`src/bstp_pkg.sv`:
```
/*
  Constants, state encoding and instruction codes of the boundary-scan
  test port. Assumes a single 100 MHz system clock that samples the
  slow test clock and test inputs through synchronisers.
*/
// Summary of operation
// RL1 - Mode-select and data in are sampled on rising test-clock edges.
// RL2 - Serial data out changes only on falling test-clock edges.
// RL3 - Unconnected mode-select and data in read high through pull-ups.
// RL4 - Data enters at the MSB; data out is taken from the LSB.
// RL5 - The held instruction picks the data register in the path.
// RL6 - Only one scan register sits in the serial path at once.
// RL7 - Data out is driven only in shift states, else high impedance.
// RL8 - Five rising edges with mode-select high reset the test logic.
// RL9 - Power-up reset leaves serial data out at high impedance.
// RL10 - Instruction register is three bits, loaded serially in path.
// RL11 - Instruction register holds the ID instruction after any reset.
// RL12 - Capture-instruction loads binary 01 into the two low bits.
// RL13 - Shifted instruction takes effect only at update-instruction.
// RL14 - Eight codes decode; three reserved ones are left unimplemented.
// RL15 - Bypass is one bit, cleared low when bypass is executed.
// RL16 - Capture-data loads the pin ring; shift-data shifts it.
// RL17 - Ring capture works under external, sample and hi-Z-sample.
// RL18 - Chain has cells for unconnected pins, one cell per bump.
// RL19 - ID instruction captures a hardwired 32-bit code at capture-data.
// RL20 - ID instruction puts the ID register in the path for shifting.
// RL21 - Hi-Z-sample shifts the ring and floats the output bus.
// RL22 - Under external test, cell 108 enables the output bus drivers.
// RL23 - Controller is the standard sixteen-state scan state machine.
// RL24 - Instruction encodings are named constants, freely chosen.
package bstp_pkg;

  // Register widths
  localparam int unsigned BSTP_IR_W    = 3;
  localparam int unsigned BSTP_ID_W    = 32;
  localparam int unsigned BSTP_BSR_LEN = 110; // Includes spare NC cells
  localparam int unsigned BSTP_OE_CELL = 108; // Output bus control cell

  // Instruction encodings, eight codes in all [RL24]
  localparam logic [2:0] BSTP_I_EXTEST = 3'h0;
  localparam logic [2:0] BSTP_I_IDCODE = 3'h1;
  localparam logic [2:0] BSTP_I_SAMPZ  = 3'h2;
  localparam logic [2:0] BSTP_I_RSV3   = 3'h3;
  localparam logic [2:0] BSTP_I_SAMPLE = 3'h4;
  localparam logic [2:0] BSTP_I_RSV5   = 3'h5;
  localparam logic [2:0] BSTP_I_RSV6   = 3'h6;
  localparam logic [2:0] BSTP_I_BYPASS = 3'h7;

  // Capture-IR pattern, low two bits are 01
  localparam logic [2:0] BSTP_IR_CAP = 3'h1;

  // Identification code; value is arbitrary, bit 0 set as usual
  localparam logic [31:0] BSTP_IDCODE = 32'h0ABC_D001;

  // Synchroniser reset levels: clock low, pulled-up pins high
  localparam logic BSTP_TCK_RST = 1'h0;
  localparam logic BSTP_PIN_RST = 1'h1;

  // Controller states
  typedef enum logic [3:0] {
    ST_TLR, ST_RTI,
    ST_SEL_DR, ST_CAP_DR, ST_SH_DR, ST_EX1_DR, ST_PA_DR, ST_EX2_DR,
    ST_UPD_DR,
    ST_SEL_IR, ST_CAP_IR, ST_SH_IR, ST_EX1_IR, ST_PA_IR, ST_EX2_IR,
    ST_UPD_IR
  } bstp_state_e;

endpackage

```
`src/bstp_sync.sv`:
```
/*
  Three-stage synchroniser with agreement filter for slow pin inputs.
  Assumes the inputs come from outside the system clock domain.
*/
`timescale 1ns/1ns
module bstp_sync #(
  parameter int unsigned W       = 1,
  parameter logic [W-1:0] RST_VAL = '0
) (
  input  wire logic         clk,  // System clock
  input  wire logic         rst,  // Synchronous reset, active high
  input  wire logic [W-1:0] din,  // Asynchronous pin levels
  output logic      [W-1:0] lvl   // Filtered, settled levels
);

  typedef struct packed {
    logic [W-1:0] s1;
    logic [W-1:0] s2;
    logic [W-1:0] s3;
    logic [W-1:0] lvl;
  } bstp_sync_s;

  bstp_sync_s r_q, r_d;

  // Stage one feeds only stage two; the filter sees stages two and three
  always_comb
  begin
    r_d    = r_q;
    r_d.s1 = din;
    r_d.s2 = r_q.s1;
    r_d.s3 = r_q.s2;
    for (int i = 0; i < W; i++)
    begin
      if (r_q.s2[i] == r_q.s3[i])
      begin
        r_d.lvl[i] = r_q.s3[i]; // Change counts once both agree
      end
    end
  end

  // Reset to idle levels so no false edge appears at release
  always_ff @(posedge clk)
  begin
    if (rst)
    begin
      r_q <= {RST_VAL, RST_VAL, RST_VAL, RST_VAL};
    end
    else
    begin
      r_q <= r_d;
    end
  end

  assign lvl = r_q.lvl;

endmodule // bstp_sync

```
`src/bstp_shreg.sv`:
```
/*
  Capture-and-shift scan register used for instruction, identification
  and boundary chains. Assumes capture and shift are one-cycle strobes
  that are never high together.
*/
`timescale 1ns/1ns
module bstp_shreg #(
  parameter int unsigned  W       = 8,
  parameter logic [W-1:0] RST_VAL = '0
) (
  input  wire logic         clk,      // System clock
  input  wire logic         rst,      // Synchronous reset, active high
  input  wire logic         cap,      // Parallel capture strobe
  input  wire logic         shift,    // Shift-one-place strobe
  input  wire logic         si,       // Serial input
  input  wire logic [W-1:0] cap_val,  // Value loaded on capture
  output logic      [W-1:0] data      // Register contents, LSB is out
);

  typedef struct packed {
    logic [W-1:0] data;
  } bstp_shreg_s;

  bstp_shreg_s r_q, r_d;

  // Shift moves toward the LSB, new bit enters at the MSB
  always_comb
  begin
    r_d = r_q;
    if (cap)
    begin
      r_d.data = cap_val;
    end
    else if (shift)
    begin
      r_d.data = {si, r_q.data[W-1:1]}; // [RL4]
    end
  end

  always_ff @(posedge clk)
  begin
    if (rst)
    begin
      r_q.data <= RST_VAL;
    end
    else
    begin
      r_q <= r_d;
    end
  end

  assign data = r_q.data;

endmodule // bstp_shreg

```
`src/bstp_top.sv`:
```
/*
  Boundary-scan test port: sixteen-state controller, instruction,
  bypass, identification and boundary registers, serial output and
  output-bus control for the memory. Assumes the test clock is a slow
  pin sampled by the 100 MHz system clock (at least four system cycles
  per test-clock phase), and that the pad ring resolves tdo from
  tdo_oe and provides pull-ups on the mode-select and data-in pins.
  Pin edges reach the logic about four system cycles late; tms and
  tdi pass the same filter, so their timing against tck still holds.
  The boundary chain captures ring_in as presented; keeping it
  settled around capture is up to the surrounding logic.
*/
`timescale 1ns/1ns
module bstp_top
  import bstp_pkg::*;
(
  input  wire logic                            clk,      // 100 MHz clock
  input  wire logic                            rst,      // Power-up reset
  input  wire logic                            tck,      // Test clock pin
  input  wire logic                            tms,      // Mode-select pin
  input  wire logic                            tdi,      // Serial data in
  input  wire logic [bstp_pkg::BSTP_BSR_LEN-1:0] ring_in,  // Pin ring
  output logic                                 tdo,      // Serial data out
  output logic                                 tdo_oe,   // Drive tdo
  output logic                                 q_bus_en, // Memory Q drive
  output logic                                 extest_on,// External test
  output logic [bstp_pkg::BSTP_BSR_LEN-1:0]      ring_out  // Preload cells
);

  import bstp_pkg::*;

  // All state in one record, registered in one place
  typedef struct packed {
    logic                    tck_prev;
    bstp_state_e             st;
    logic [BSTP_IR_W-1:0]    instr;
    logic                    byp;
    logic                    tdo;
    logic                    tdo_oe;
    logic [BSTP_BSR_LEN-1:0] upd;
    logic                    q_en;
    logic                    extest;
  } bstp_top_s;

  bstp_top_s r_q, r_d;

  // Settled pins, edge strobes and register taps
  logic                    tck_s;
  logic                    tms_s;
  logic                    tdi_s;
  logic                    tck_rise;
  logic                    tck_fall;
  logic                    cap_ir;
  logic                    sh_ir;
  logic                    cap_dr;
  logic                    sh_dr;
  logic                    sel_id;
  logic                    sel_bsr;
  logic                    sel_byp;
  logic                    ser_out;
  logic [BSTP_IR_W-1:0]    ir_sh;
  logic [BSTP_ID_W-1:0]    id_sh;
  logic [BSTP_BSR_LEN-1:0] bsr_sh;

  // Pin inputs pass four flops; pulled-up pins rest high in reset
  bstp_sync #(
    .W       (3),
    .RST_VAL ({BSTP_TCK_RST, BSTP_PIN_RST, BSTP_PIN_RST}) // [RL3]
  ) u_sync (
    .clk (clk),
    .rst (rst),
    .din ({tck, tms, tdi}),
    .lvl ({tck_s, tms_s, tdi_s})
  );

  // Test-clock edges found from the settled level
  // A pin glitch shorter than one cycle never reaches here
  assign tck_rise = tck_s & ~r_q.tck_prev;
  assign tck_fall = ~tck_s & r_q.tck_prev;

  // Data register choice follows the held instruction only
  always_comb
  begin
    sel_id  = 1'b0;
    sel_bsr = 1'b0;
    sel_byp = 1'b0;
    case (r_q.instr) // [RL5]
      BSTP_I_IDCODE:
      begin
        sel_id = 1'b1; // [RL20]
      end
      BSTP_I_EXTEST, BSTP_I_SAMPLE, BSTP_I_SAMPZ:
      begin
        sel_bsr = 1'b1; // [RL17] [RL21]
      end
      BSTP_I_BYPASS, BSTP_I_RSV3, BSTP_I_RSV5, BSTP_I_RSV6:
      begin
        sel_byp = 1'b1; // Reserved codes fall back to bypass [RL14]
      end
      default:
      begin
        sel_byp = 1'b1;
      end
    endcase
  end

  // Capture and shift strobes, all on rising test-clock edges
  assign cap_ir = tck_rise & (r_q.st == ST_CAP_IR); // [RL12]
  assign sh_ir  = tck_rise & (r_q.st == ST_SH_IR);  // [RL10] [RL1]
  assign cap_dr = tck_rise & (r_q.st == ST_CAP_DR); // [RL16] [RL19]
  assign sh_dr  = tck_rise & (r_q.st == ST_SH_DR);  // [RL1]

  // Instruction shift stage, separate from the held instruction
  bstp_shreg #(
    .W       (BSTP_IR_W),
    .RST_VAL (BSTP_IR_CAP)
  ) u_ir (
    .clk     (clk),
    .rst     (rst),
    .cap     (cap_ir),
    .shift   (sh_ir),
    .si      (tdi_s),
    .cap_val (BSTP_IR_CAP), // [RL12]
    .data    (ir_sh)
  );

  // Identification register loads the hardwired code at capture
  bstp_shreg #(
    .W       (BSTP_ID_W),
    .RST_VAL (BSTP_IDCODE)
  ) u_id (
    .clk     (clk),
    .rst     (rst),
    .cap     (cap_dr & sel_id),
    .shift   (sh_dr & sel_id), // [RL6]
    .si      (tdi_s),
    .cap_val (BSTP_IDCODE), // [RL19]
    .data    (id_sh)
  );

  // Boundary chain; unconnected-bump cells are part of ring_in
  bstp_shreg #(
    .W       (BSTP_BSR_LEN),
    .RST_VAL ('0)
  ) u_bsr (
    .clk     (clk),
    .rst     (rst),
    .cap     (cap_dr & sel_bsr), // [RL16] [RL17]
    .shift   (sh_dr & sel_bsr),  // [RL6]
    .si      (tdi_s),
    .cap_val (ring_in), // [RL18]
    .data    (bsr_sh)
  );

  // Bit presented to the serial output, LSB of the chosen register
  // The instruction stage wins while the IR column is shifting
  always_comb
  begin
    if (r_q.st == ST_SH_IR)
    begin
      ser_out = ir_sh[0]; // [RL4]
    end
    else if (sel_id)
    begin
      ser_out = id_sh[0];
    end
    else if (sel_bsr)
    begin
      ser_out = bsr_sh[0];
    end
    else
    begin
      ser_out = r_q.byp;
    end
  end

  // Controller, bypass, serial output and update registers
  always_comb
  begin
    r_d          = r_q;
    // Previous settled level, for edge finding
    r_d.tck_prev = tck_s;

    if (tck_rise)
    begin
      // Standard sixteen-state walk; five high samples reach reset
      case (r_q.st) // [RL23] [RL8]
        ST_TLR:
        begin
          r_d.st = tms_s ? ST_TLR : ST_RTI;
        end
        ST_RTI:
        begin
          r_d.st = tms_s ? ST_SEL_DR : ST_RTI;
        end
        ST_SEL_DR:
        begin
          r_d.st = tms_s ? ST_SEL_IR : ST_CAP_DR;
        end
        ST_CAP_DR:
        begin
          r_d.st = tms_s ? ST_EX1_DR : ST_SH_DR;
        end
        ST_SH_DR:
        begin
          r_d.st = tms_s ? ST_EX1_DR : ST_SH_DR;
        end
        ST_EX1_DR:
        begin
          r_d.st = tms_s ? ST_UPD_DR : ST_PA_DR;
        end
        ST_PA_DR:
        begin
          r_d.st = tms_s ? ST_EX2_DR : ST_PA_DR;
        end
        ST_EX2_DR:
        begin
          r_d.st = tms_s ? ST_UPD_DR : ST_SH_DR;
        end
        ST_UPD_DR:
        begin
          r_d.st = tms_s ? ST_SEL_DR : ST_RTI;
        end

        // Instruction column mirrors the data column
        ST_SEL_IR:
        begin
          r_d.st = tms_s ? ST_TLR : ST_CAP_IR;
        end
        ST_CAP_IR:
        begin
          r_d.st = tms_s ? ST_EX1_IR : ST_SH_IR;
        end
        ST_SH_IR:
        begin
          r_d.st = tms_s ? ST_EX1_IR : ST_SH_IR;
        end
        ST_EX1_IR:
        begin
          r_d.st = tms_s ? ST_UPD_IR : ST_PA_IR;
        end
        ST_PA_IR:
        begin
          r_d.st = tms_s ? ST_EX2_IR : ST_PA_IR;
        end
        ST_EX2_IR:
        begin
          r_d.st = tms_s ? ST_UPD_IR : ST_SH_IR;
        end
        ST_UPD_IR:
        begin
          r_d.st = tms_s ? ST_SEL_DR : ST_RTI;
        end
        default:
        begin
          r_d.st = ST_TLR;
        end
      endcase

      // Held instruction changes only at update, or back to ID at reset
      if (r_q.st == ST_TLR)
      begin
        r_d.instr = BSTP_I_IDCODE; // [RL11]
        r_d.upd[BSTP_OE_CELL] = 1'b0; // [RL22]
      end
      else if (r_q.st == ST_UPD_IR)
      begin
        r_d.instr = ir_sh; // [RL13]
      end

      // Bypass bit clears at capture, then follows the serial input
      if (cap_dr && sel_byp)
      begin
        r_d.byp = 1'b0; // [RL15]
      end
      else if (sh_dr && sel_byp)
      begin
        r_d.byp = tdi_s; // [RL6]
      end

      // Preload latches take the chain at update under sample or extest
      if (r_q.st == ST_UPD_DR &&
          (r_q.instr == BSTP_I_SAMPLE || r_q.instr == BSTP_I_EXTEST))
      begin
        r_d.upd = bsr_sh;
      end
    end

    // Output moves on the falling edge so the far end samples it safely
    // tdo_oe takes the state left by the previous rise
    if (tck_fall)
    begin
      r_d.tdo    = ser_out; // [RL2]
      r_d.tdo_oe = (r_q.st == ST_SH_IR) || (r_q.st == ST_SH_DR); // [RL7]
    end

    // Memory output bus control; a one-cycle lag is far below a tck phase
    case (r_q.instr)
      BSTP_I_EXTEST:
      begin
        r_d.q_en = r_q.upd[BSTP_OE_CELL]; // [RL22]
      end
      BSTP_I_SAMPZ:
      begin
        r_d.q_en = 1'b0; // [RL21]
      end
      default:
      begin
        r_d.q_en = 1'b1;
      end
    endcase
    // Registered so the port output stays glitch free
    r_d.extest = (r_q.instr == BSTP_I_EXTEST);
  end

  // Reset state: controller in reset, output floating, ID selected
  always_ff @(posedge clk)
  begin
    if (rst)
    begin
      r_q.tck_prev <= BSTP_TCK_RST;
      r_q.st       <= ST_TLR;
      r_q.instr    <= BSTP_I_IDCODE; // [RL11]
      r_q.byp      <= 1'b0;
      r_q.tdo      <= 1'b0;
      r_q.tdo_oe   <= 1'b0; // [RL9]
      r_q.upd      <= '0; // [RL22]
      r_q.q_en     <= 1'b1;
      r_q.extest   <= 1'b0;
    end
    else
    begin
      r_q <= r_d;
    end
  end

  // All outputs straight from the state register
  assign tdo       = r_q.tdo;
  assign tdo_oe    = r_q.tdo_oe;
  assign q_bus_en  = r_q.q_en;
  assign extest_on = r_q.extest;
  assign ring_out  = r_q.upd;

endmodule // bstp_top

```
`config.mk`:
```
export PLATFORM = sky130hd
export DESIGN_NAME = bstp_top
export DESIGN_NICKNAME = d
export VERILOG_FILES = /design/src/bstp_pkg.sv /design/src/bstp_sync.sv /design/src/bstp_shreg.sv /design/src/bstp_top.sv
export SDC_FILE = /design/constraint.sdc
export NUM_CORES = 1
export LEC_CHECK = 0
export BUFFER_PORTS_ARGS = -buffer_cell sky130_fd_sc_hd__buf_2
export CORE_MARGIN = 2
export CORE_UTILIZATION = 51
export DETAILED_ROUTE_END_ITERATION = 8
export GPL_TIMING_DRIVEN = 0
export PLACE_DENSITY = 0.76
export SETUP_SLACK_MARGIN = 0.4
export SYNTH_ARGS = -nofsm -noshare
export SYNTH_HDL_FRONTEND = slang
export SYNTH_HIERARCHICAL = 1
export SYNTH_SLANG_ARGS = --single-unit
```
`constraint.sdc`:
```
create_clock -name clk -period 1.95 [get_ports clk]
set_input_delay 0.0975 -clock clk [delete_from_list [all_inputs] [get_ports clk]]
set_output_delay 0.0975 -clock clk [all_outputs]
set_load 0.05 [all_outputs]
```
==> results of run 1 <==
==> power by group through the flow <==
stage | Sequential [mW] | Clock (mW) | Combinational, mW
2_1_floorplan | 5.88 | 0 | 0.119
3_3_place_gp | 5.86 | 0 | 0.298
3_5_place_dp | 5.86 | 0 | 0.302
4_1_cts | 5.73 | 5.94 | 0.513
5_1_grt | 5.73 | 6.25 | 0.594
6_report | 5.73 | 5.97 | 0.564
==> worst min-delay path by stage <==
stage	cells after the start	endpoint	start
after floorplan	1	u_ir/data[1]	rst
after global placement	2	u_sync/r_d[7]	tms
after detailed placement	2	u_sync/r_d[6]	tdi
after CTS	4	u_id/data[27]	rst
after global routing	4	u_id/data[27]	rst
final	4	u_id/data[27]	rst
==> final cells by class <==
cell class                      instances  area [um^2]
Clock buffer                           41          851
Timing Repair Buffer                  421         3680
Tap cell                              330          413
Antenna cell                            2         5.00
Inverter                                8         37.5
Sequential cell                       280         5610
Clock inverter                         11          169
Multi-Input combinational cell        907         7920
Fill cell                            1252         4280
Buffer                                225         2140
==> cell usage after synthesis (6+ instances only) <==
library cell / count
a211oi_1: 135
a21oi_1: 90
a21oi_2: 39
buf_12: 13
buf_2: 12
buf_4: 116
buf_6: 12
clkbuf_1: 67
dfxtp_1: 280
inv_1: 7
mux2i_1: 146
nand2_1: 186
nand2_2: 40
nor2_1: 20
nor2b_1: 137
nor3_1: 6
nor3b_1: 12
o21ai_0: 6
or2_1: 6
==> metrics by stage <==
stage | util [%] | hold slack, ns | instances
6_report | 82.9 | 0.136 | 2225
5_1_grt | 82.9 | 0.198 | 2224
4_1_cts | 74.7 | 0.125 | 2186
3_5_place_dp | 58.9 | 0.280 | 1978
3_3_place_gp | 58.9 | 0.275 | 1978
2_1_floorplan | - | 0.170 | 1420
==> logic make-up (layout without fill, tap and decap cells) <==
kind of cell	count (synthesis)	in the layout	share of synthesized area, %
flip-flops	280	280	43.0
XOR/XNOR	2	2	0.135
AND/OR/NAND/NOR	427	427	16.8
buffers and inverters	233	706	12.9
AO/OA/AOI/OAI	297	297	15.8
other	2	37	0.0577
multiplexers	146	146	11.2
==> layer usage <==
metal  part of all wire, %  wire length [um]
met3                   6.1              2790
met4                   4.3              1940
met2                    51             23200
met5                     0                 0
met1                    39             17600
==> cells in the final DEF, fill, tap and decap left out, types with 43 or more instances in the layout <==
cell           netlist  final
nand2_4              0    102
buf_4              116    135
clkbuf_16            0     49
nand2_1            186    117
mux2i_1            146     91
dlygate4sd3_1        0    115
a211oi_2             2     72
buf_2               12    232
nor2b_2              0     46
nor2b_1            137     78
buf_12              13     43
dfxtp_1            280    277
a21oi_2             39    107
a211oi_1           135     62
==> sequential cells by signal, summed over array words and instances, names as in the netlist <==
| signal | cells |
|---|---|
| extest_on | 1 |
| q_bus_en | 1 |
| r_q | 9 |
| ring_out | 110 |
| tdo | 1 |
| tdo_oe | 1 |
| u_bsr/data | 110 |
| u_id/data | 32 |
| u_ir/data | 3 |
| u_sync/lvl | 3 |
| u_sync/r_d | 6 |
| u_sync/r_q | 3 |
==> repair_timing <==
| item | 4_1_cts | 5_1_grt |
|---|---|---|
| buffers inserted | 24 | 21 |
| endpoints found under the hold margin | 118 | 0 |
| resized for setup | 280 | 359 |
| endpoints found under the setup margin | 256 | 261 |
| cloned | 17 | 16 |
| pin swaps | 49 | 166 |
| hold buffers | 115 | 0 |
==> critical path: stages, from the launching register on <==
cell and delay (ns):
dfxtp_4 0.36, buf_6 0.12, nor4b_4 0.34, nand2_4 0.11
nor2_4 0.17, buf_12 0.14, buf_4 0.11, buf_12 0.14
mux2i_1 0.11, a211oi_1 0.34
==> impl_metrics.yaml, run 1 <==
outcome:
  status: "complete, but fails checks"
  violations: "negative setup slack"
synthesis:
  synth_top_cells_by_area: "dfxtp_1 (43%), mux2i_1 (11%), a211oi_1 (7.8%)"
  async_reset_ff_share_pct: 0
  synth_ff_type: "dfxtp_1"
  yosysWarnings: 6
  yosysTopAreaCell: "dfxtp_1"
  synth_area_um2: 13000
  post-synth-top-area-fraction_pct: 43.0
  ys_seq_area_share_pct: 43.0
  yosysUniqueCellTypes: 50
  synth-seq-cells: 280
  syn-instance-count: 1387
  avgSynthCellArea_um2: 9.39
  synth_edf_count: 0
die:
  num_rows: 58
  io_pins: 229
  die_w_um: 164
  start_util_pct: 51.9
  die_y_um: 164
  core_area_um2: 25100
  die_area_um2: 26800
detailed_routing:
  via_per_inst: 5.52
  num_vias: 12300
  first_iter_violations: 836
  ant_nets: 0
  totalWireLength_um: 45500
  wl_per_cell_um: 20.4
  firstDrtPassIters: 7
  drc: 0
power:
  vdd_drop_max_mv: 0.872
  pwr-share-clk_pct: 48.7
  p_sw_mw: 2.71
  leakagePower_nw: 9.23
  switching_share_pct: 22.1
  internal_power_mw: 9.56
  power_density_nw_per_um2: 589
  power_frac_comb_pct: 4.6
  totalPowerFinal_mw: 12.3
  p_seq_share_pct: 46.7
job:
  maxCapViolCount: 0
worst_setup_path:
  worstPathArrival_ns: 2.49
  worstReg2RegEnd: "u_bsr/data[107]"
  crit_path_end_kind: "flop"
  cp_max_fo: 10
  start_kind: "flop"
  ff2ff_setup_slack_ns: -0.11
  reg2reg_from: "r_q[119]"
  critPathKind: "reg2reg"
  cp-startpoint: "r_q[119]"
  critPathCapture: "u_bsr/data[107]"
  rr_worst_depth: 9
  cp_data_required_time_ns: 2.38
cts:
  cts_max_level: 1
  clkLatencyLatePin_ns: 0.55
  cts_sinks: 280
  clk_pin_slew_ns: 0.06
  clockRootBuffer: "clkbuf_16"
  clk_path_buf_depth: 3
  cts_buffers: 28
  tritoncts: "yes"
timing:
  slew_violations: 0
  fin_skew_ns: 0.0140
  fmax_mhz: 485
  setup_slack_ns: -0.113
  setup-violations-final: 97
  hold_viol_final: 0
  slew_headroom_pct: 33.9
  fin_crit_ns: 2.06
  rsz0062_at_grt: "true"
  period_share_pct: 106
  worst_pin_slew_ns: 0.991
  setup_tns_ns: -2.79
finish:
  final_area_um2: 20800
  synthToLayoutAreaGrowth_pct: 59.9
  post_route_cells_drive_above_1_share_pct: 51.5
  nets: 1986
place:
  place_ws_ns: -0.412
  numPortBuffers: 228
  dpl.hpwl_um: 22000
  gp_congestion: 0.844
  place_area_um2: 14800
global_route:
  grtUsageMet3_pct: 4.77
  use_met1_pct: 33.7
  grt.overflow.total: 0
  grt_antenna_before_repair: 2
  busiest_layer: "met2"
  grt_util_met2_pct: 48.5
  grt_max_degree: 16
  grt_pass1_wl_um: 59200
  grtUsageTotal_pct: 27.4
  grt_pass1_vias: 11400
hold_path:
  hp-class: "in2reg"
Power figures use the tool's default switching activity.
==> inputs of run 2 (changes only) <==
--- a/config.mk
+++ b/config.mk
@@ -5,12 +5,14 @@
 export SDC_FILE = /design/constraint.sdc
 export NUM_CORES = 1
 export LEC_CHECK = 0
+export ABC_AREA = 1
+export ABC_CLOCK_PERIOD_IN_PS = 1950
 export BUFFER_PORTS_ARGS = -buffer_cell sky130_fd_sc_hd__buf_2
 export CORE_MARGIN = 2
 export CORE_UTILIZATION = 51
 export DETAILED_ROUTE_END_ITERATION = 8
 export GPL_TIMING_DRIVEN = 0
-export PLACE_DENSITY = 0.76
+export PLACE_DENSITY = 0.85
 export SETUP_SLACK_MARGIN = 0.4
 export SYNTH_ARGS = -nofsm -noshare
 export SYNTH_HDL_FRONTEND = slang
==> run 2 against run 1 <==
Against the previous run: the run now ends clean; global-route usage increased by 0.89 points; via count increased by 22%; clock power barely moved; combinational power is 15% higher; core utilization decreased by 7.9 points; flip-flop and latch count unchanged; clock skew is 0.026 ns higher; routed wire length is 2.5% higher; synthesized cell count up 43%; maximum frequency grew 10%; critical path depth stayed put; critical path type unchanged.
==> impl_metrics.yaml, run 2 <==
outcome:
  status: "finished clean"
synthesis:
  syn-instance-count: 1989
  ys_seq_area_share_pct: 42.4
  synth-seq-cells: 280
  async_reset_ff_share_pct: 0
  yosysUniqueCellTypes: 26
  yosysWarnings: 6
  yosysTopAreaCell: "dfxtp_1"
  synth.most_common_cell: "nand2_1"
  synth_area_um2: 13200
  synth_top_cells_by_area: "dfxtp_1 (42%), nand2_1 (21%), buf_4 (7.2%)"
  avgSynthCellArea_um2: 6.64
  synth_edf_count: 0
  synth_ff_type: "dfxtp_1"
  post-synth-top-area-fraction_pct: 42.4
  yosys-top-cells-count: "nand2_1 (733), dfxtp_1 (280), nor2_1 (244)"
timing:
  period_share_pct: 96.0
  rsz0062_at_grt: "true"
  fin_skew_ns: 0.0399
  setup-violations-final: 0
  hold_viol_final: 0
  fin_crit_ns: 1.87
  worst_pin_slew_ns: 0.762
  slew_headroom_pct: 49.2
  slew_violations: 0
  fmax_mhz: 534
die:
  num_rows: 58
  start_util_pct: 52.2
  die_y_um: 165
  die_w_um: 165
  die_area_um2: 27200
  core_area_um2: 25300
  io_pins: 229
place:
  gp_congestion: 0.846
  dpl.hpwl_um: 24200
  numPortBuffers: 228
detailed_routing:
  via_per_inst: 5.31
  totalWireLength_um: 46600
  wl_per_cell_um: 16.6
  first_iter_violations: 1716
  num_vias: 14900
  ant_nets: 0
  drc: 0
  firstDrtPassIters: 7
power:
  pwr-share-clk_pct: 48.2
  power_density_nw_per_um2: 648
  leakagePower_nw: 9.20
  totalPowerFinal_mw: 12.3
  power_frac_comb_pct: 5.3
  switching_share_pct: 22.2
  p_sw_mw: 2.73
  internal_power_mw: 9.59
  vdd_drop_max_mv: 0.665
  p_seq_share_pct: 46.5
worst_setup_path:
  cp_data_required_time_ns: 2.40
  cp_max_fo: 6
  worstPathArrival_ns: 2.32
  crit_path_end_kind: "flop"
  start_kind: "flop"
  critPathKind: "reg2reg"
global_route:
  grtUsageMet3_pct: 4.82
  grt.overflow.total: 0
  grt_max_degree: 16
  grt_pass1_vias: 13100
  use_met1_pct: 32.7
  grt_pass1_wl_um: 62100
  busiest_layer: "met2"
  grt_antenna_before_repair: 2
  grt_util_met2_pct: 50.2
  grtUsageTotal_pct: 28.3
job:
  maxCapViolCount: 0
finish:
  synthToLayoutAreaGrowth_pct: 43.9
  fin_util_pct: 75.1
  final_common_cell: "nand2_1"
  nets: 2573
  layout_common_cells: "nand2_1 (682), dfxtp_1 (275), buf_2 (237), nor2_1 (233), inv_1 (160)"
  fillers: 1593
  post_route_cells_drive_above_1_share_pct: 28.9
  multi_input_area_um2: 6170
  regArea_um2: 5610
hold_path:
  hp-class: "in2reg"
cts:
  cts_buffers: 29
  tritoncts: "yes"
  clk_pin_slew_ns: 0.07
  clockRootBuffer: "clkbuf_16"
  clk_path_buf_depth: 3
  cts_max_level: 1
  clkLatencyLatePin_ns: 0.58
  cts_sinks: 280
[run 2: changes by cell type after synthesis, moves of 62 or more]
cell,delta
mux2i_1,-146
inv_1,+155
nand2_1,+547
nor2_1,+224
a211oi_1,-135
o21ai_0,+62
nor2b_1,-137
[run 2: worst max-delay path, stage by stage (launching register included)]
cell and delay, ns:
dfxtp_1 0.30, buf_6 0.13, nor2_4 0.17, nand2_4 0.09, nor3_4 0.24, buf_6 0.16
clkbuf_16 0.16, buf_8 0.13, nor2_1 0.04, nor2_1 0.34
[run 2: power groups by stage]
stage               clock (mW)  combinational [mW]  sequential [mW]
global route              6.19               0.690             5.73
finish                    5.94               0.647             5.73
floorplan                    0               0.194             5.86
CTS                       5.93               0.572             5.73
global placement             0               0.387             5.86
detailed placement           0               0.388             5.86
[run 2: repair_timing]
item,CTS,global route
pin swaps,6,72
gates cloned,6,17
setup buffers,9,30
gates resized for setup,89,286
hold buffers,115,0
endpoints found under the hold margin,120,0
endpoints found under the setup margin,255,255
[run 2: per-stage QoR]
stage	setup WS [ns]	TNS, ns	cell area [um^2]	std cells	hold slack (ns)
floorplan	0.366	0	13400	2022	0.160
global placement	-0.110	-2.75	15000	2580	0.276
detailed placement	-0.0743	-2.88	15000	2580	0.280
CTS	0.216	0	17600	2764	0.0758
global route	0.0384	0	19000	2813	0.0925
finish	0.0770	0	19000	2813	0.0901
[run 2: cell families after synthesis]
group	count (synthesis)	share of synthesized area, %
flip-flops	280	42.4
AND/OR/NAND/NOR	1034	30.2
other	2	0.0568
buffers and inverters	397	16.3
AO/OA/AOI/OAI	276	11.1
[run 2: area by class of cell]
type	count	share of cell area (%)
inverter	169	3.38
multi-input combinational	1345	32.4
clock inverter	12	0.954
timing repair buffer	405	16.4
antenna	2	0.0263
tap	330	2.17
sequential	280	29.5
clock buffer	42	4.44
buffer	228	10.6
[run 2: final timing paths]
check / startpoint / to / slack, ns / cells after the start
setup / recovery: r_q[119] / ring_out[51] / 0.08 / 9
hold / removal: rst / u_id/data[1] / 0.09 / 3
setup reg to reg: r_q[119] / ring_out[51] / 0.08 / 9
hold reg to reg: u_sync/r_d[8] / u_sync/r_d[5] / 0.40 / 2
[run 2: metal layers]
metal	part of all wire (%)	up-vias
met5	0	-
li1	-	6883
met1	36	6787
met4	6.5	0
met3	9.0	271
met2	48	1001
